### config.mk
export PLATFORM = sky130hd
export DESIGN_NAME = epic_ctrl
export DESIGN_NICKNAME = d
export VERILOG_FILES = /design/src/rtl/epic_pkg.sv /design/src/rtl/epic_ctrl.sv
export VERILOG_INCLUDE_DIRS = /design/src /design/src/rtl
export SDC_FILE = /design/constraint.sdc
export NUM_CORES = 1
export LEC_CHECK = 0
export ABC_CLOCK_PERIOD_IN_PS = 2920
export BUFFER_PORTS_ARGS = -buffer_cell sky130_fd_sc_hd__buf_2
export CAP_MARGIN = 5
export CORE_UTILIZATION = 45
export CTS_BUF_LIST = sky130_fd_sc_hd__clkbuf_8
export CTS_CLUSTER_SIZE = 16
export DETAILED_ROUTE_END_ITERATION = 8
export PLACE_DENSITY = 0.79
export SLEW_MARGIN = 20
export SYNTH_ARGS = -nofsm -noshare
export SYNTH_HDL_FRONTEND = slang
export SYNTH_SLANG_ARGS = --single-unit
### constraint.sdc
create_clock -name pclk -period 2.92 [get_ports pclk]
set_clock_uncertainty 0.2 [all_clocks]
set_input_delay 0.73 -clock pclk [delete_from_list [all_inputs] [get_ports pclk]]
set_output_delay 0.73 -clock pclk [all_outputs]
set_load 0.005 [all_outputs]
### src/rtl/epic_defs.svh
/*
  Constants of the external-pin and pin-change interrupt controller:
  APB offsets, reset values, field positions, sense codes and cycle counts.
  Assumes inclusion by bare name from the design module and the bench.
*/
`ifndef EPIC_DEFS_SVH
`define EPIC_DEFS_SVH
// register byte offsets
`define EPIC_OFF_EXT_MASK 8'h00
`define EPIC_OFF_EXT_FLAGS 8'h04
`define EPIC_OFF_GRP_EN 8'h08
`define EPIC_OFF_SENSE 8'h0C
`define EPIC_OFF_PMASK_LO 8'h10
`define EPIC_OFF_PMASK_HI 8'h14
`define EPIC_OFF_PC_FLAGS 8'h18
`define EPIC_OFF_CORE_STATE 8'h1C
`define EPIC_OFF_EV_STATUS 8'h20
`define EPIC_OFF_EV_CLEAR 8'h24
`define EPIC_OFF_EV_ENABLE 8'h28
// reset values
`define EPIC_RST_BYTE 8'h00
`define EPIC_RST_TWO 2'h0
`define EPIC_RST_SENSE 4'h0
`define EPIC_RST_EV 3'h0
// field positions
`define EPIC_BIT_LO 0
`define EPIC_BIT_HI 1
`define EPIC_EV_ENTRY 0
`define EPIC_EV_RET 1
`define EPIC_EV_WAKE 2
// sense-control codes
`define EPIC_SNS_LEVEL 2'h0
`define EPIC_SNS_ANY 2'h1
`define EPIC_SNS_FALL 2'h2
`define EPIC_SNS_RISE 2'h3
// sequence lengths in cycles, loaded as count minus one
`define EPIC_ENTRY_CYC 3'h4
`define EPIC_WAKE_CYC 3'h4
`define EPIC_JUMP_CYC 3'h3
`define EPIC_RET_CYC 3'h4
`define EPIC_CNT_ONE 3'h1
`define EPIC_CNT_ZERO 3'h0
// vector numbers
`define EPIC_VEC_NONE 3'h0
`define EPIC_VEC_EXT0 3'h1
`define EPIC_VEC_EXT1 3'h2
`define EPIC_VEC_PC0 3'h3
`define EPIC_VEC_PC1 3'h4
`endif

### src/rtl/epic_pkg.sv
/*
  Types of the interrupt controller: core-facing structs and the sequencer
  state encoding. Assumes epic_defs.svh is on the include path.
*/
package epic_pkg;
  // strobes and levels from the processor core
  typedef struct packed {
    logic instr_done;
    logic sei;
    logic cli;
    logic reti;
    logic sleeping;
  } epic_core_in_t;
  // sequencing controls towards the processor core
  typedef struct packed {
    logic hold;
    logic pc_push;
    logic pc_pop;
    logic sp_inc_two;
    logic vector_fetch;
    logic [2:0] vector_id;
    logic jump_busy;
    logic gie;
  } epic_core_out_t;
  typedef enum logic [4:0] {
    EPIC_ST_IDLE = 5'h01,
    EPIC_ST_WAKE = 5'h02,
    EPIC_ST_ENTRY = 5'h04,
    EPIC_ST_JUMP = 5'h08,
    EPIC_ST_RET = 5'h10
  } epic_state_t;
endpackage

### src/rtl/epic_ctrl.sv
/*
  External-pin and pin-change interrupt controller with an APB register
  slave and the entry/return sequencer that paces the processor core.
  Assumes pins are asynchronous, core strobes are one-cycle pulses in
  pclk, and an APB master that holds a request until pready.
*/
// Design decisions made here: register access over APB and the placing of the registers.
`timescale 1ns/10ps
`include "epic_defs.svh"
module epic_ctrl #(
  parameter int GROUP_W = 8
) (
  input wire logic pclk,
  input wire logic presetn,
  input wire logic psel,
  input wire logic penable,
  input wire logic pwrite,
  input wire logic [7:0] paddr,
  input wire logic [31:0] pwdata,
  output logic [31:0] prdata,
  output logic pready,
  output logic pslverr,
  input wire logic [1:0] ext_pins,
  input wire logic [GROUP_W-1:0] change_pins_lower_group,
  input wire logic [GROUP_W-1:0] change_pins_upper_group,
  input wire epic_pkg::epic_core_in_t core_in,
  output epic_pkg::epic_core_out_t core_out,
  output logic irq
);
  // registers
  logic [1:0] ext_irq_mask;
  logic [1:0] ext_irq_flags;
  logic [1:0] pin_change_group_enable;
  logic [3:0] ext_sense_control_reg;
  logic [GROUP_W-1:0] change_pin_mask_lo;
  logic [GROUP_W-1:0] change_pin_mask_hi;
  logic [1:0] change_flags;
  logic [2:0] ev_status;
  logic [2:0] ev_enable;
  // synchronisers
  logic [1:0] ext_s1, ext_s2, ext_s3;
  logic [GROUP_W-1:0] lo_s1, lo_s2, lo_s3;
  logic [GROUP_W-1:0] hi_s1, hi_s2, hi_s3;
  // sequencer
  epic_pkg::epic_state_t state;
  logic [2:0] cnt;
  logic [2:0] vec;
  logic gie;
  logic sei_shadow;
  // bus decode
  logic acc, wr_en;
  logic [7:0] wbyte;
  logic [7:0] rd_byte;
  // detection and arbitration
  logic [1:0] ext_trig, ext_level, ext_pend;
  logic [1:0] pc_change, pc_pend;
  logic take, ret_start, ret_last;
  logic [2:0] take_vec;
  logic [1:0] auto_clr_ext, auto_clr_pc;
  logic [2:0] ev_set, next_ev_status;

  // any documented offset answers, everything else is a slave error
  function automatic logic epic_hit(input logic [7:0] a);
    epic_hit = (a == `EPIC_OFF_EXT_MASK) || (a == `EPIC_OFF_EXT_FLAGS) ||
               (a == `EPIC_OFF_GRP_EN) || (a == `EPIC_OFF_SENSE) ||
               (a == `EPIC_OFF_PMASK_LO) || (a == `EPIC_OFF_PMASK_HI) ||
               (a == `EPIC_OFF_PC_FLAGS) || (a == `EPIC_OFF_CORE_STATE) ||
               (a == `EPIC_OFF_EV_STATUS) || (a == `EPIC_OFF_EV_CLEAR) ||
               (a == `EPIC_OFF_EV_ENABLE);
  endfunction

  // edge/change decode per sense code; level code never triggers an edge
  function automatic logic epic_trig(input logic [1:0] sns,
                                     input logic cur,
                                     input logic prev);
    case (sns)
      `EPIC_SNS_ANY: epic_trig = cur ^ prev;
      `EPIC_SNS_FALL: epic_trig = prev & ~cur;
      `EPIC_SNS_RISE: epic_trig = cur & ~prev;
      default: epic_trig = 1'b0;
    endcase
  endfunction

  // write-enable for one register offset at the completing edge
  function automatic logic epic_wr(input logic en,
                                   input logic [7:0] a,
                                   input logic [7:0] off);
    epic_wr = en && (a == off);
  endfunction

  // apb: one wait state so prdata and pslverr come from flops
  assign acc = psel & penable;
  assign wr_en = acc & pready & pwrite;
  assign wbyte = pwdata[7:0];

  always_ff @(posedge pclk or negedge presetn) begin
    if (!presetn) begin
      pready <= 1'b0;
    end else begin
      pready <= acc & ~pready;
    end
  end

  // read mux; unused upper bits read as zero
  always_comb begin
    rd_byte = `EPIC_RST_BYTE;
    unique case (paddr)
      `EPIC_OFF_EXT_MASK: rd_byte = {6'h00, ext_irq_mask};
      `EPIC_OFF_EXT_FLAGS: rd_byte = {6'h00, ext_irq_flags};
      `EPIC_OFF_GRP_EN: rd_byte = {6'h00, pin_change_group_enable};
      `EPIC_OFF_SENSE: rd_byte = {4'h0, ext_sense_control_reg};
      `EPIC_OFF_PMASK_LO: rd_byte = change_pin_mask_lo;
      `EPIC_OFF_PMASK_HI: rd_byte = change_pin_mask_hi;
      `EPIC_OFF_PC_FLAGS: rd_byte = {6'h00, change_flags};
      `EPIC_OFF_CORE_STATE: rd_byte = {state[4:0], sei_shadow, 1'b0, gie};
      `EPIC_OFF_EV_STATUS: rd_byte = {5'h00, ev_status};
      `EPIC_OFF_EV_ENABLE: rd_byte = {5'h00, ev_enable};
      default: rd_byte = `EPIC_RST_BYTE;
    endcase
  end

  // read data and error latched in the wait cycle, stable at pready
  always_ff @(posedge pclk or negedge presetn) begin
    if (!presetn) begin
      prdata <= 32'h0000_0000;
      pslverr <= 1'b0;
    end else if (acc & ~pready) begin
      prdata <= pwrite ? 32'h0000_0000 : {24'h00_0000, rd_byte};
      pslverr <= ~epic_hit(paddr);
    end
  end

  // plain read/write configuration registers
  always_ff @(posedge pclk or negedge presetn) begin
    if (!presetn) begin
      ext_irq_mask <= `EPIC_RST_TWO;
      pin_change_group_enable <= `EPIC_RST_TWO;
      ext_sense_control_reg <= `EPIC_RST_SENSE;
      change_pin_mask_lo <= {GROUP_W{1'b0}};
      change_pin_mask_hi <= {GROUP_W{1'b0}};
      ev_enable <= `EPIC_RST_EV;
    end else begin
      if (epic_wr(wr_en, paddr, `EPIC_OFF_EXT_MASK))
        ext_irq_mask <= wbyte[1:0];
      if (epic_wr(wr_en, paddr, `EPIC_OFF_GRP_EN))
        pin_change_group_enable <= wbyte[1:0];
      if (epic_wr(wr_en, paddr, `EPIC_OFF_SENSE))
        ext_sense_control_reg <= wbyte[3:0];
      if (epic_wr(wr_en, paddr, `EPIC_OFF_PMASK_LO))
        change_pin_mask_lo <= wbyte[GROUP_W-1:0];
      if (epic_wr(wr_en, paddr, `EPIC_OFF_PMASK_HI))
        change_pin_mask_hi <= wbyte[GROUP_W-1:0];
      if (epic_wr(wr_en, paddr, `EPIC_OFF_EV_ENABLE))
        ev_enable <= wbyte[2:0];
    end
  end

  // three-flop synchronisers; stage one feeds only stage two
  always_ff @(posedge pclk or negedge presetn) begin
    if (!presetn) begin
      ext_s1 <= 2'h0;
      ext_s2 <= 2'h0;
      ext_s3 <= 2'h0;
      lo_s1 <= {GROUP_W{1'b0}};
      lo_s2 <= {GROUP_W{1'b0}};
      lo_s3 <= {GROUP_W{1'b0}};
      hi_s1 <= {GROUP_W{1'b0}};
      hi_s2 <= {GROUP_W{1'b0}};
      hi_s3 <= {GROUP_W{1'b0}};
    end else begin
      ext_s1 <= ext_pins; // pin level regardless of direction
      ext_s2 <= ext_s1;
      ext_s3 <= ext_s2;
      lo_s1 <= change_pins_lower_group;
      lo_s2 <= lo_s1;
      lo_s3 <= lo_s2;
      hi_s1 <= change_pins_upper_group;
      hi_s2 <= hi_s1;
      hi_s3 <= hi_s2;
    end
  end

  // masked change detection per group
  assign pc_change[`EPIC_BIT_LO] = |((lo_s2 ^ lo_s3) & change_pin_mask_lo);
  assign pc_change[`EPIC_BIT_HI] = |((hi_s2 ^ hi_s3) & change_pin_mask_hi);
  assign pc_pend = change_flags & pin_change_group_enable;

  // per external channel: trigger, level request and flag
  genvar gi;
  generate
    for (gi = 0; gi < 2; gi++) begin : g_ext
      logic [1:0] sns;
      logic clr;
      assign sns = ext_sense_control_reg[2*gi+1:2*gi];
      assign ext_trig[gi] = epic_trig(sns, ext_s2[gi], ext_s3[gi]);
      assign ext_level[gi] = (sns == `EPIC_SNS_LEVEL);
      assign clr = (wr_en && (paddr == `EPIC_OFF_EXT_FLAGS) && wbyte[gi]) ||
                   auto_clr_ext[gi];
      // low level requests directly; edges go through the flag
      assign ext_pend[gi] = ext_irq_mask[gi] &
                            (ext_level[gi] ? ~ext_s2[gi] : ext_irq_flags[gi]);
      always_ff @(posedge pclk or negedge presetn) begin
        if (!presetn) begin
          ext_irq_flags[gi] <= 1'b0;
        end else if (ext_level[gi]) begin
          ext_irq_flags[gi] <= 1'b0;
        end else if (ext_trig[gi]) begin
          ext_irq_flags[gi] <= 1'b1; // set beats clear
        end else if (clr) begin
          ext_irq_flags[gi] <= 1'b0;
        end
      end
    end
    for (gi = 0; gi < 2; gi++) begin : g_pc
      logic clr;
      assign clr = (wr_en && (paddr == `EPIC_OFF_PC_FLAGS) && wbyte[gi]) ||
                   auto_clr_pc[gi];
      always_ff @(posedge pclk or negedge presetn) begin
        if (!presetn) begin
          change_flags[gi] <= 1'b0;
        end else if (pc_change[gi]) begin
          change_flags[gi] <= 1'b1;
        end else if (clr) begin
          change_flags[gi] <= 1'b0;
        end
      end
    end
  endgenerate

  // fixed priority: ext0, ext1, group lo, group hi
  always_comb begin
    take_vec = `EPIC_VEC_NONE;
    if (ext_pend[0])
      take_vec = `EPIC_VEC_EXT0;
    else if (ext_pend[1])
      take_vec = `EPIC_VEC_EXT1;
    else if (pc_pend[`EPIC_BIT_LO])
      take_vec = `EPIC_VEC_PC0;
    else if (pc_pend[`EPIC_BIT_HI])
      take_vec = `EPIC_VEC_PC1;
  end

  // accept only between instructions or from sleep, never in sei shadow
  assign ret_start = (state == epic_pkg::EPIC_ST_IDLE) & core_in.reti;
  assign take = (state == epic_pkg::EPIC_ST_IDLE) & ~core_in.reti & gie &
                ~sei_shadow &
                (core_in.instr_done | core_in.sleeping) &
                (take_vec != `EPIC_VEC_NONE);
  assign ret_last = (state == epic_pkg::EPIC_ST_RET) &&
                    (cnt == `EPIC_CNT_ZERO);

  // flags of the source taken clear on entry
  assign auto_clr_ext[0] = take && (take_vec == `EPIC_VEC_EXT0);
  assign auto_clr_ext[1] = take && (take_vec == `EPIC_VEC_EXT1);
  assign auto_clr_pc[`EPIC_BIT_LO] = take && (take_vec == `EPIC_VEC_PC0);
  assign auto_clr_pc[`EPIC_BIT_HI] = take && (take_vec == `EPIC_VEC_PC1);

  // global enable and the one-instruction shadow after sei
  always_ff @(posedge pclk or negedge presetn) begin
    if (!presetn) begin
      gie <= 1'b0;
      sei_shadow <= 1'b0;
    end else begin
      if (ret_last)
        gie <= 1'b1;
      else if (take | core_in.cli)
        gie <= 1'b0;
      else if (core_in.sei)
        gie <= 1'b1;
      if (core_in.sei)
        sei_shadow <= 1'b1;
      else if (core_in.instr_done)
        sei_shadow <= 1'b0; // next instruction done, window opens
    end
  end

  // entry, wake, jump and return sequencer with its core controls
  always_ff @(posedge pclk or negedge presetn) begin
    if (!presetn) begin
      state <= epic_pkg::EPIC_ST_IDLE;
      cnt <= `EPIC_CNT_ZERO;
      vec <= `EPIC_VEC_NONE;
      core_out <= '0;
    end else begin
      core_out.vector_fetch <= 1'b0;
      core_out.sp_inc_two <= 1'b0;
      core_out.gie <= gie;
      unique case (state)
        epic_pkg::EPIC_ST_IDLE: begin
          core_out.hold <= 1'b0;
          core_out.pc_push <= 1'b0;
          core_out.pc_pop <= 1'b0;
          core_out.jump_busy <= 1'b0;
          if (ret_start) begin
            state <= epic_pkg::EPIC_ST_RET;
            cnt <= `EPIC_RET_CYC - `EPIC_CNT_ONE;
            core_out.hold <= 1'b1;
            core_out.pc_pop <= 1'b1;
          end else if (take && core_in.sleeping) begin
            state <= epic_pkg::EPIC_ST_WAKE;
            cnt <= `EPIC_WAKE_CYC - `EPIC_CNT_ONE;
            vec <= take_vec;
            core_out.hold <= 1'b1;
          end else if (take) begin
            state <= epic_pkg::EPIC_ST_ENTRY;
            cnt <= `EPIC_ENTRY_CYC - `EPIC_CNT_ONE;
            vec <= take_vec;
            core_out.hold <= 1'b1;
            core_out.pc_push <= 1'b1;
          end
        end
        epic_pkg::EPIC_ST_WAKE: begin
          if (cnt == `EPIC_CNT_ZERO) begin
            state <= epic_pkg::EPIC_ST_ENTRY;
            cnt <= `EPIC_ENTRY_CYC - `EPIC_CNT_ONE;
            core_out.pc_push <= 1'b1;
          end else begin
            cnt <= cnt - `EPIC_CNT_ONE;
          end
        end
        epic_pkg::EPIC_ST_ENTRY: begin
          if (cnt == `EPIC_CNT_ZERO) begin
            state <= epic_pkg::EPIC_ST_JUMP;
            cnt <= `EPIC_JUMP_CYC - `EPIC_CNT_ONE;
            core_out.pc_push <= 1'b0;
            core_out.vector_fetch <= 1'b1;
            core_out.vector_id <= vec;
            core_out.jump_busy <= 1'b1;
          end else begin
            cnt <= cnt - `EPIC_CNT_ONE;
          end
        end
        epic_pkg::EPIC_ST_JUMP: begin
          if (cnt == `EPIC_CNT_ZERO) begin
            state <= epic_pkg::EPIC_ST_IDLE;
            core_out.jump_busy <= 1'b0;
            core_out.hold <= 1'b0;
          end else begin
            cnt <= cnt - `EPIC_CNT_ONE;
          end
        end
        epic_pkg::EPIC_ST_RET: begin
          if (cnt == `EPIC_CNT_ZERO) begin
            state <= epic_pkg::EPIC_ST_IDLE;
            core_out.pc_pop <= 1'b0;
            core_out.hold <= 1'b0;
          end else begin
            cnt <= cnt - `EPIC_CNT_ONE;
            if (cnt == `EPIC_CNT_ONE)
              core_out.sp_inc_two <= 1'b1; // in the last cycle
          end
        end
        default: begin
          state <= epic_pkg::EPIC_ST_IDLE;
        end
      endcase
    end
  end

  // sticky events; a set in the clearing cycle survives
  assign ev_set[`EPIC_EV_ENTRY] = take;
  assign ev_set[`EPIC_EV_RET] = ret_last;
  assign ev_set[`EPIC_EV_WAKE] = take & core_in.sleeping;
  always_comb begin
    next_ev_status = ev_status;
    if (epic_wr(wr_en, paddr, `EPIC_OFF_EV_CLEAR))
      next_ev_status = ev_status & ~wbyte[2:0];
    next_ev_status = next_ev_status | ev_set;
  end

  // irq tracks next status so it never lags the sticky bits
  always_ff @(posedge pclk or negedge presetn) begin
    if (!presetn) begin
      ev_status <= `EPIC_RST_EV;
      irq <= 1'b0;
    end else begin
      ev_status <= next_ev_status;
      irq <= |(next_ev_status & ev_enable);
    end
  end

endmodule // epic_ctrl

-- Yosys cells after proc, flatten, opt, wreduce, memory -nomap -nowiden
Cells that the tools add are included.
- register bits after elaboration: 146
- output and inout port bits: 45
- bits of input ports: 68
- logic and storage cells: 231
- mux-type cells: 59
- bitwise operators: 39
- add/sub/neg operators: 1
- reduce and logical (&&, ||, !) cells: 62
- eq/ne operators: 33
- operators by type and width (cell ; count):
    8-bit one-hot mux with 10 select lines ; 1
    3-bit two-way mux ; 13
    5-bit two-way mux ; 7
    8-bit by 5-bit == test with 1-bit output, second input constant ; 4
    1-bit two-way mux ; 27
    8-bit by 6-bit == test with 1-bit output, second input constant ; 3
    5-bit one-hot mux with 4 select lines ; 1
    1-bit logical AND ; 19
    3-bit nonzero test ; 6
    1-bit AND ; 17
    8-bit AND ; 2
    8-bit by 4-bit == test with 1-bit output, second input constant ; 2
    8-bit OR reduction ; 2
    8-bit XOR ; 2
    1-bit logical OR ; 14
    1-bit one-hot mux with 3 select lines ; 4
    3-bit one-hot mux with 4 select lines ; 1
    3-bit AND reduction ; 4
    2-bit nonzero test ; 6
    1-bit inverter ; 9
    2-bit == test, second input constant ; 4
    8-bit by 3-bit == test with 1-bit output, second input constant ; 1
    8-bit zero test ; 1
    8-bit two-way mux ; 1
    29 further kinds ; 43

-- Logic depth before layout (Yosys ltp)
Gate-level depths: netlist of run 1.
- depth after elaboration: 12
- mapped depth: 9
- depth with buffers taken out: 8

-- Worst setup path after synthesis of run 1
No wires, ideal clock.
- kind: input to register
- start: in paddr[4]
- end: reg irq
- setup slack: 423 ps
- data required time: 2593 ps
- arrival time: 2170 ps
- stages: 7
- library setup time: 127 ps
- path buffers: 1
- path through: or4b_1 > buf_2 > nor3_4 > nand2_1 > a21o_1 > a222oi_1 > inv_1
- cells in the longest elaborated chain, start to end: 6
- ends and longest elaborated chain (what ; line ; source):
    start, declared ; epic_ctrl.sv:18 ; input wire logic [7:0] paddr,
    8-bit by 6-bit == test with 1-bit output ; epic_ctrl.sv:88 ; epic_wr = en && (a == off);
    1-bit logical AND ; epic_ctrl.sv:88 ;
    3-bit two-way mux ; epic_ctrl.sv:366 ; if (epic_wr(wr_en, paddr, `EPIC_OFF_EV_CLEAR))
    3-bit OR ; epic_ctrl.sv:368 ; next_ev_status = next_ev_status | ev_set;
    via next_ev_status[1] ; epic_ctrl.sv:60 ; logic [2:0] ev_set, next_ev_status;
    3-bit AND ; epic_ctrl.sv:378 ; irq <= |(next_ev_status & ev_enable);
    3-bit OR reduction ; epic_ctrl.sv:378 ;
    end signal, assigned ; epic_ctrl.sv:378 ;
    end, declared ; epic_ctrl.sv:28 ; output logic irq
The timed path passes the listed nets, and every way through them passes these cells.
A chain may end at the register's enable or synchronous reset.

-- Worst setup path in the final report of run 1
- start: reg state[4]
- end: reg ext_irq_flags[1]
- cells in the longest elaborated chain, start to end: 9
- ends and longest elaborated chain (what ; line ; source):
    start, declared ; epic_ctrl.sv:45 ; epic_pkg::epic_state_t state;
    start signal, assigned ; epic_ctrl.sv:280 ; state <= epic_pkg::EPIC_ST_IDLE;
    start signal, assigned ; epic_ctrl.sv:295 ; state <= epic_pkg::EPIC_ST_RET;
    start signal, assigned ; epic_ctrl.sv:300 ; state <= epic_pkg::EPIC_ST_WAKE;
    5-bit by 1-bit == test with 1-bit output ; epic_ctrl.sv:245 ; assign take = (state == epic_pkg::EPIC_ST_IDLE) & ~core_in.reti & gie &
    1-bit AND (3 in series) ; epic_ctrl.sv:245 ;
    1-bit AND ; epic_ctrl.sv:246 ; ~sei_shadow &
    1-bit AND ; epic_ctrl.sv:245 ;
    1-bit logical AND ; epic_ctrl.sv:254 ; assign auto_clr_ext[1] = take && (take_vec == `EPIC_VEC_EXT1);
    1-bit logical OR ; epic_ctrl.sv:197 ; assign clr = (wr_en && (paddr == `EPIC_OFF_EXT_FLAGS) && wbyte[gi]) ||
    3-bit nonzero test (no source line) ; n/a ;
    end signal, assigned by index ; epic_ctrl.sv:204 ; ext_irq_flags[gi] <= 1'b0;
    end signal, assigned by index ; epic_ctrl.sv:206 ; ext_irq_flags[gi] <= 1'b0;
    end signal, assigned by index ; epic_ctrl.sv:208 ; ext_irq_flags[gi] <= 1'b1;
    end, declared ; epic_ctrl.sv:32 ; logic [1:0] ext_irq_flags;
No other way between the ends.

==> impl_metrics.json, run 1 <==
{
  "synth_edf_count": 0,
  "regArea_um2": 3054,
  "dr.pass1.iters": 9,
  "grtUsageMet2_pct": 33.00,
  "largest_reg_flops": 10,
  "total_power_mw": 4.207,
  "grtUsageMet1_pct": 25.63,
  "clock_sinks": 122,
  "n_fill_cell": 991,
  "final_area_um2": 6272,
  "startpoint_type": "flop",
  "dieHeight_um": 111.3,
  "tritoncts": "built",
  "cap_violations": 0,
  "synth_common_cells": "dfrtp_1, nand2_1, mux2_2",
  "place_congestion": 0.9383,
  "slew_viol_final": 0,
  "hpwl_um": 8702,
  "antenna_cells": 0,
  "synth_top_area_share_pct": 56.31,
  "numCtsBuffers": 17,
  "ys_top_cells_by_area": "dfrtp_1, mux2_2, buf_4, nand2_1, xor2_1",
  "multi_input_area_um2": 2097,
  "rows": 39,
  "die-area_um2": 12390,
  "grt_pass1_wl_um": 19240,
  "crit_path_max_fanout": 10,
  "worst_pin_slew_ns": 0.5509,
  "postSynthAreaPerCell_um2": 11.72,
  "viasPerCell": 5.400,
  "grt_setup_unrepaired": "false",
  "clk_pin_slew_ns": 0.07,
  "fin_util_pct": 54.47,
  "ys_seq_area_share_pct": 56.79,
  "insertion_delay_ns": 0.44,
  "drtIter0Drc": 175,
  "hp-class": "in2async",
  "die_w_um": 111.3,
  "grt_pass1_vias": 3761,
  "hold_viol": 0,
  "nNetsFinal": 614,
  "synth-compound-area-share_pct": 12.80,
  "place_area_um2": 5836,
  "met3_usage_pct": 5.358,
  "ys.flop_type": "dfrtp_1",
  "worst-endpoint-required_ns": 3.05,
  "wl_per_cell_um": 16.89,
  "final-instance-count-excl-fill": 695,
  "synthDistinctLibCells": 70,
  "synthCells": 459,
  "synth-seq-cells": 122,
  "core_um2": 11520,
  "top_register": "core_out",
  "synth.most_common_cell": "dfrtp_1",
  "post_cts_buffers": 0,
  "synthMuxAreaShare_pct": 7.259,
  "grt.total_usage_pct": 20.46,
  "grt_max_degree": 48,
  "synth-xor-area-share_pct": 2.932,
  "clock.fmax_ghz": 0.4103,
  "outcome": "finished with violations",
  "drc": 20,
  "fin_crit_ns": 2.437,
  "power.density_nw_per_um2": 670.7,
  "portBuffers": 64,
  "tns_ns": 0,
  "crit_type": "reg2reg",
  "post_cts_resized": 0,
  "grt-ovfl-total": 0,
  "ctsRootBufferMaster": "clkbuf_8",
  "start_util_pct": 46.70,
  "antenna_found_initial": 0,
  "p_leak_nw": 3.032,
  "htreeDepth": 4,
  "dr_total_vias": 3753,
  "setup-violations-final": 0,
  "io_pins": 113,
  "busiest_layer": "met2",
  "async_flop_share_pct": 100.0,
  "synthToLayoutAreaGrowth_pct": 16.64,
  "vdd_ir_drop_max_mv": 0.4439,
  "synth_fa_ha_area_share_pct": 1.629,
  "yosys.area_share.simple_pct": 12.70,
  "syn_area_um2": 5378,
  "cp-end-kind": "flop",
  "dp_cells": 663,
  "yosys_warnings": 0,
  "synth_top_family_by_area": "compound AO/OA/AOI/OAI gates",
  "cp.arrival_ns": 2.57,
  "clk_path_buf_depth": 2,
  "layout-drive-gt1-share_pct": 29.35,
  "max_slew_margin_pct": 63.11,
  "synth_top_area_cell": "dfrtp_1",
  "fin_crit_sh_pct": 83.46,
  "violations": "design-rule violations",
  "wl_um": 11740,
  "ant_nets": 0,
  "hold_buffers": 0
}
-- worst paths after layout --
check,slack (ns),depth (start not counted),end,startpoint
worst min-delay path,0.03,1,ev_enable[0]$_DFFE_PN0P_,presetn
max in group asynchronous,1.87,2,lo_s2[6]$_DFF_PN0_,presetn
worst min register to register,0.15,0,hi_s2[4]$_DFF_PN0_,hi_s1[4]$_DFF_PN0_
worst max register to register,0.48,6,ext_irq_flags[1]$_DFFE_PN0P_,state[4]$_DFFE_PN0P_
worst max-delay path,0.48,6,ext_irq_flags[1]$_DFFE_PN0P_,state[4]$_DFFE_PN0P_
min in group pclk,0.15,0,hi_s2[4]$_DFF_PN0_,hi_s1[4]$_DFF_PN0_
-- kinds of logic (layout without fill, tap and decap cells) --
family          after synthesis  in the layout
mux                          35             35
buf+inv                      54            124
simple gates                129            129
compound gates               93             93
flops                       122            122
fa+ha+maj                     7              7
xor+xnor                     18             18
other cells                   1             24
-- power by group --
part / switching [mW] / leakage (nW) / internal, mW
clock: 0.726 / 0.214 / 0.888
combinational: 0.396 / 1.27 / 0.278
sequential: 0.110 / 1.55 / 1.81
total: 1.23 / 3.03 / 2.98
-- metrics by stage --
stage	worst slack, ns	hold WS [ns]
4_1_cts	0.4883	0.03930
3_3_place_gp	0.1799	0.1323
3_5_place_dp	0.1828	0.1347
6_report	0.4830	0.03057
5_1_grt	0.3507	0.06590
2_1_floorplan	0.4233	0.1312
-- cells in the final DEF, fill, tap and decap left out, drive strengths merged, types with 5 or more instances in the layout --
cell type	count
o21ai	24
ha	7
nand2	45
nor2	26
nor4	5
dfrtp	121
a22o	7
clkinv	5
buf	78
nand4	5
xor2	16
a21oi	11
mux2	32
or3	5
inv	18
nand3	10
a31oi	7
nor3	5
conb	24
nand2b	6
clkbuf	18
a22oi	11
-- area by class of cell --
| class | count | area share (%) |
|---|---|---|
| Timing Repair Buffer | 78 | 7.221 |
| Clock inverter | 14 | 3.012 |
| Tap cell | 143 | 2.853 |
| Clock buffer | 18 | 3.950 |
| Multi-Input combinational cell | 306 | 33.43 |
| Sequential cell | 122 | 48.69 |
| Inverter | 14 | 0.8378 |
-- critical path, stage by stage (launching register included) --
cell and delay, ns:
dfrtp_1 0.51, or3_4 0.45, or3_4 0.43, nor2_4 0.18
and2_4 0.20, a221oi_2 0.08, a221o_1 0.27
-- metal layers --
layer  vias to the layer above  share of wire (%)
met5                         -                  0
met4                         0                2.4
met3                        19                5.1
met2                       118                 50
met1                      1863                 42
li1                       1753                  -
Note: power is estimated with default switching activity, not from simulation.
==> run 2, diff against run 1 <==
Settings changed: ABC_CLOCK_PERIOD_IN_PS 2920 to 2400.
Clock period 2.92 ns to 2.4 ns, I/O delays scaled along.
==> run 2 against run 1 <==
Against the previous run: the flow still finishes with violations (design-rule violations); sequential power increased by 20%; sequential share of layout area decreased by 1.2 points; critical endpoint unchanged; final cell count increased by 4.3%; largest power group unchanged.
==> impl_metrics.json, run 2 (synthesis results as in run 1) <==
{
  "outcome": "finished with violations",
  "violations": "design-rule violations",
  "tns_ns": 0,
  "viasPerCell": 5.339,
  "die_w_um": 111.3,
  "cp.arrival_ns": 2.40,
  "nNetsFinal": 644,
  "fin_crit_sh_pct": 95.33,
  "cp-end-kind": "flop",
  "crit_path_max_fanout": 5,
  "clock_sinks": 122,
  "grt_setup_unrepaired": "true",
  "ctsRootBufferMaster": "clkbuf_8",
  "place_area_um2": 6053,
  "setup-violations-final": 0,
  "start_util_pct": 46.70,
  "holdWs_ns": 0.07190,
  "fin_util_pct": 55.86,
  "hpwl_um": 8914,
  "ant_nets": 0,
  "top_register": "core_out",
  "antenna_cells": 0,
  "hold_depth": 1,
  "clk_path_buf_depth": 2,
  "timing.rr.start": "state[4]$_DFFE_PN0P_",
  "dr_total_vias": 3871,
  "largest_reg_flops": 10,
  "layout-drive-gt1-share_pct": 32.47,
  "post_cts_buffers": 0,
  "tritoncts": "built",
  "worstHoldStart": "change_pins_upper_group[4]",
  "dp_cells": 692,
  "clock.fmax_ghz": 0.4371,
  "hold_viol": 0,
  "io_pins": 113,
  "synthToLayoutAreaGrowth_pct": 19.61,
  "grt_pass1_wl_um": 19880,
  "antenna_found_initial": 0,
  "drc": 20,
  "hp-class": "in2reg",
  "fin_ws_ns": 0.1120,
  "p_leak_nw": 3.158,
  "worst_pin_slew_ns": 0.5713,
  "grt.total_usage_pct": 21.04,
  "drtIter0Drc": 250,
  "portBuffers": 64,
  "max_slew_margin_pct": 61.92,
  "worst-endpoint-required_ns": 2.52,
  "r2r_end": "ext_irq_flags[1]$_DFFE_PN0P_",
  "dr.pass1.iters": 8,
  "vdd_ir_drop_max_mv": 0.4757,
  "wl_per_cell_um": 16.65,
  "die-area_um2": 12390,
  "pre_cts_slack_ns": -0.1433,
  "final_area_um2": 6432,
  "slew_viol_final": 0,
  "crit_type": "reg2reg",
  "ff2ff_path_depth": 6,
  "reg2reg_setup_slack_ns": 0.11,
  "final-instance-count-excl-fill": 725,
  "final_cell_mix": "dfrtp_1, buf_2, nand2_1",
  "fin_crit_ns": 2.288,
  "rows": 39,
  "cap_violations": 0,
  "min_to": "hi_s1[4]$_DFF_PN0_",
  "grt_max_degree": 43,
  "total_power_mw": 4.908,
  "place_congestion": 0.9150,
  "htreeDepth": 4,
  "numCtsBuffers": 17,
  "startpoint_type": "flop",
  "final_common_cell": "dfrtp_1",
  "grt_pass1_vias": 3912,
  "core_um2": 11520,
  "clk_pin_slew_ns": 0.07,
  "insertion_delay_ns": 0.43,
  "power.density_nw_per_um2": 763.0,
  "wl_um": 12070,
  "grt-ovfl-total": 0,
  "dieHeight_um": 111.3
}
[run 2: cell count changes in the layout (fill, tap and decap cells not counted), moves of 2 or more]
cell	delta
inv_1	+3
buf_4	+29
clkinv_2	+3
clkinv_4	-3
inv_8	-2
bufinv_16	-2
[run 2: worst max path at each step]
stage / start / end / cells after the start
3_5_place_dp: paddr[4] / irq$_DFF_PN0_ / 7
6_report: state[4]$_DFFE_PN0P_ / ext_irq_flags[1]$_DFFE_PN0P_ / 6
5_1_grt: ext_s2[1]$_DFF_PN0_ / irq$_DFF_PN0_ / 6
3_3_place_gp: paddr[4] / irq$_DFF_PN0_ / 7
4_1_cts: ext_s2[1]$_DFF_PN0_ / irq$_DFF_PN0_ / 6
2_1_floorplan: paddr[4] / irq$_DFF_PN0_ / 7
[run 2: metal layers]
| layer | vias up | GRT usage (%) | wire length (um) | part of all wire (%) |
|---|---|---|---|---|
| met3 | 29 | 4.319 | 595 | 4.9 |
| met1 | 1880 | 27.03 | 5366 | 44 |
| li1 | 1817 | - | - | - |
| met5 | - | 0 | 0 | 0 |
| met4 | 0 | 9.820 | 306 | 2.5 |
| met2 | 145 | 34.33 | 5803 | 48 |
[run 2: power by group]
part	switching (mW)	total [mW]	internal (mW)
Combinational	0.527	0.927	0.401
Sequential	0.104	2.31	2.20
Clock	0.813	1.67	0.860
[run 2: cell type report]
class	instances	area [um2]
Tap cell	143	178.9
Inverter	14	52.55
Clock inverter	13	105.1
Sequential cell	122	3054
Fill cell	992	5084
Clock buffer	19	261.5
Timing Repair Buffer	108	680.7
Multi-Input combinational cell	306	2100
[run 2: what timing repair did]
| item | 4_1_cts | 5_1_grt |
|---|---|---|
| setup endpoints to repair | 0 | 6 |
| resized for setup | 0 | 2 |
| endpoints found under the hold margin | 38 | 0 |
| hold buffers | 1 | 0 |
[run 2: worst max-delay path, cell delays in order, from the launching register on]
cell and delay, ns:
dfrtp_1 0.38, or3_4 0.40, or3_4 0.43, nor2_4 0.20, and2_4 0.20, a221oi_2 0.08
a221o_1 0.29
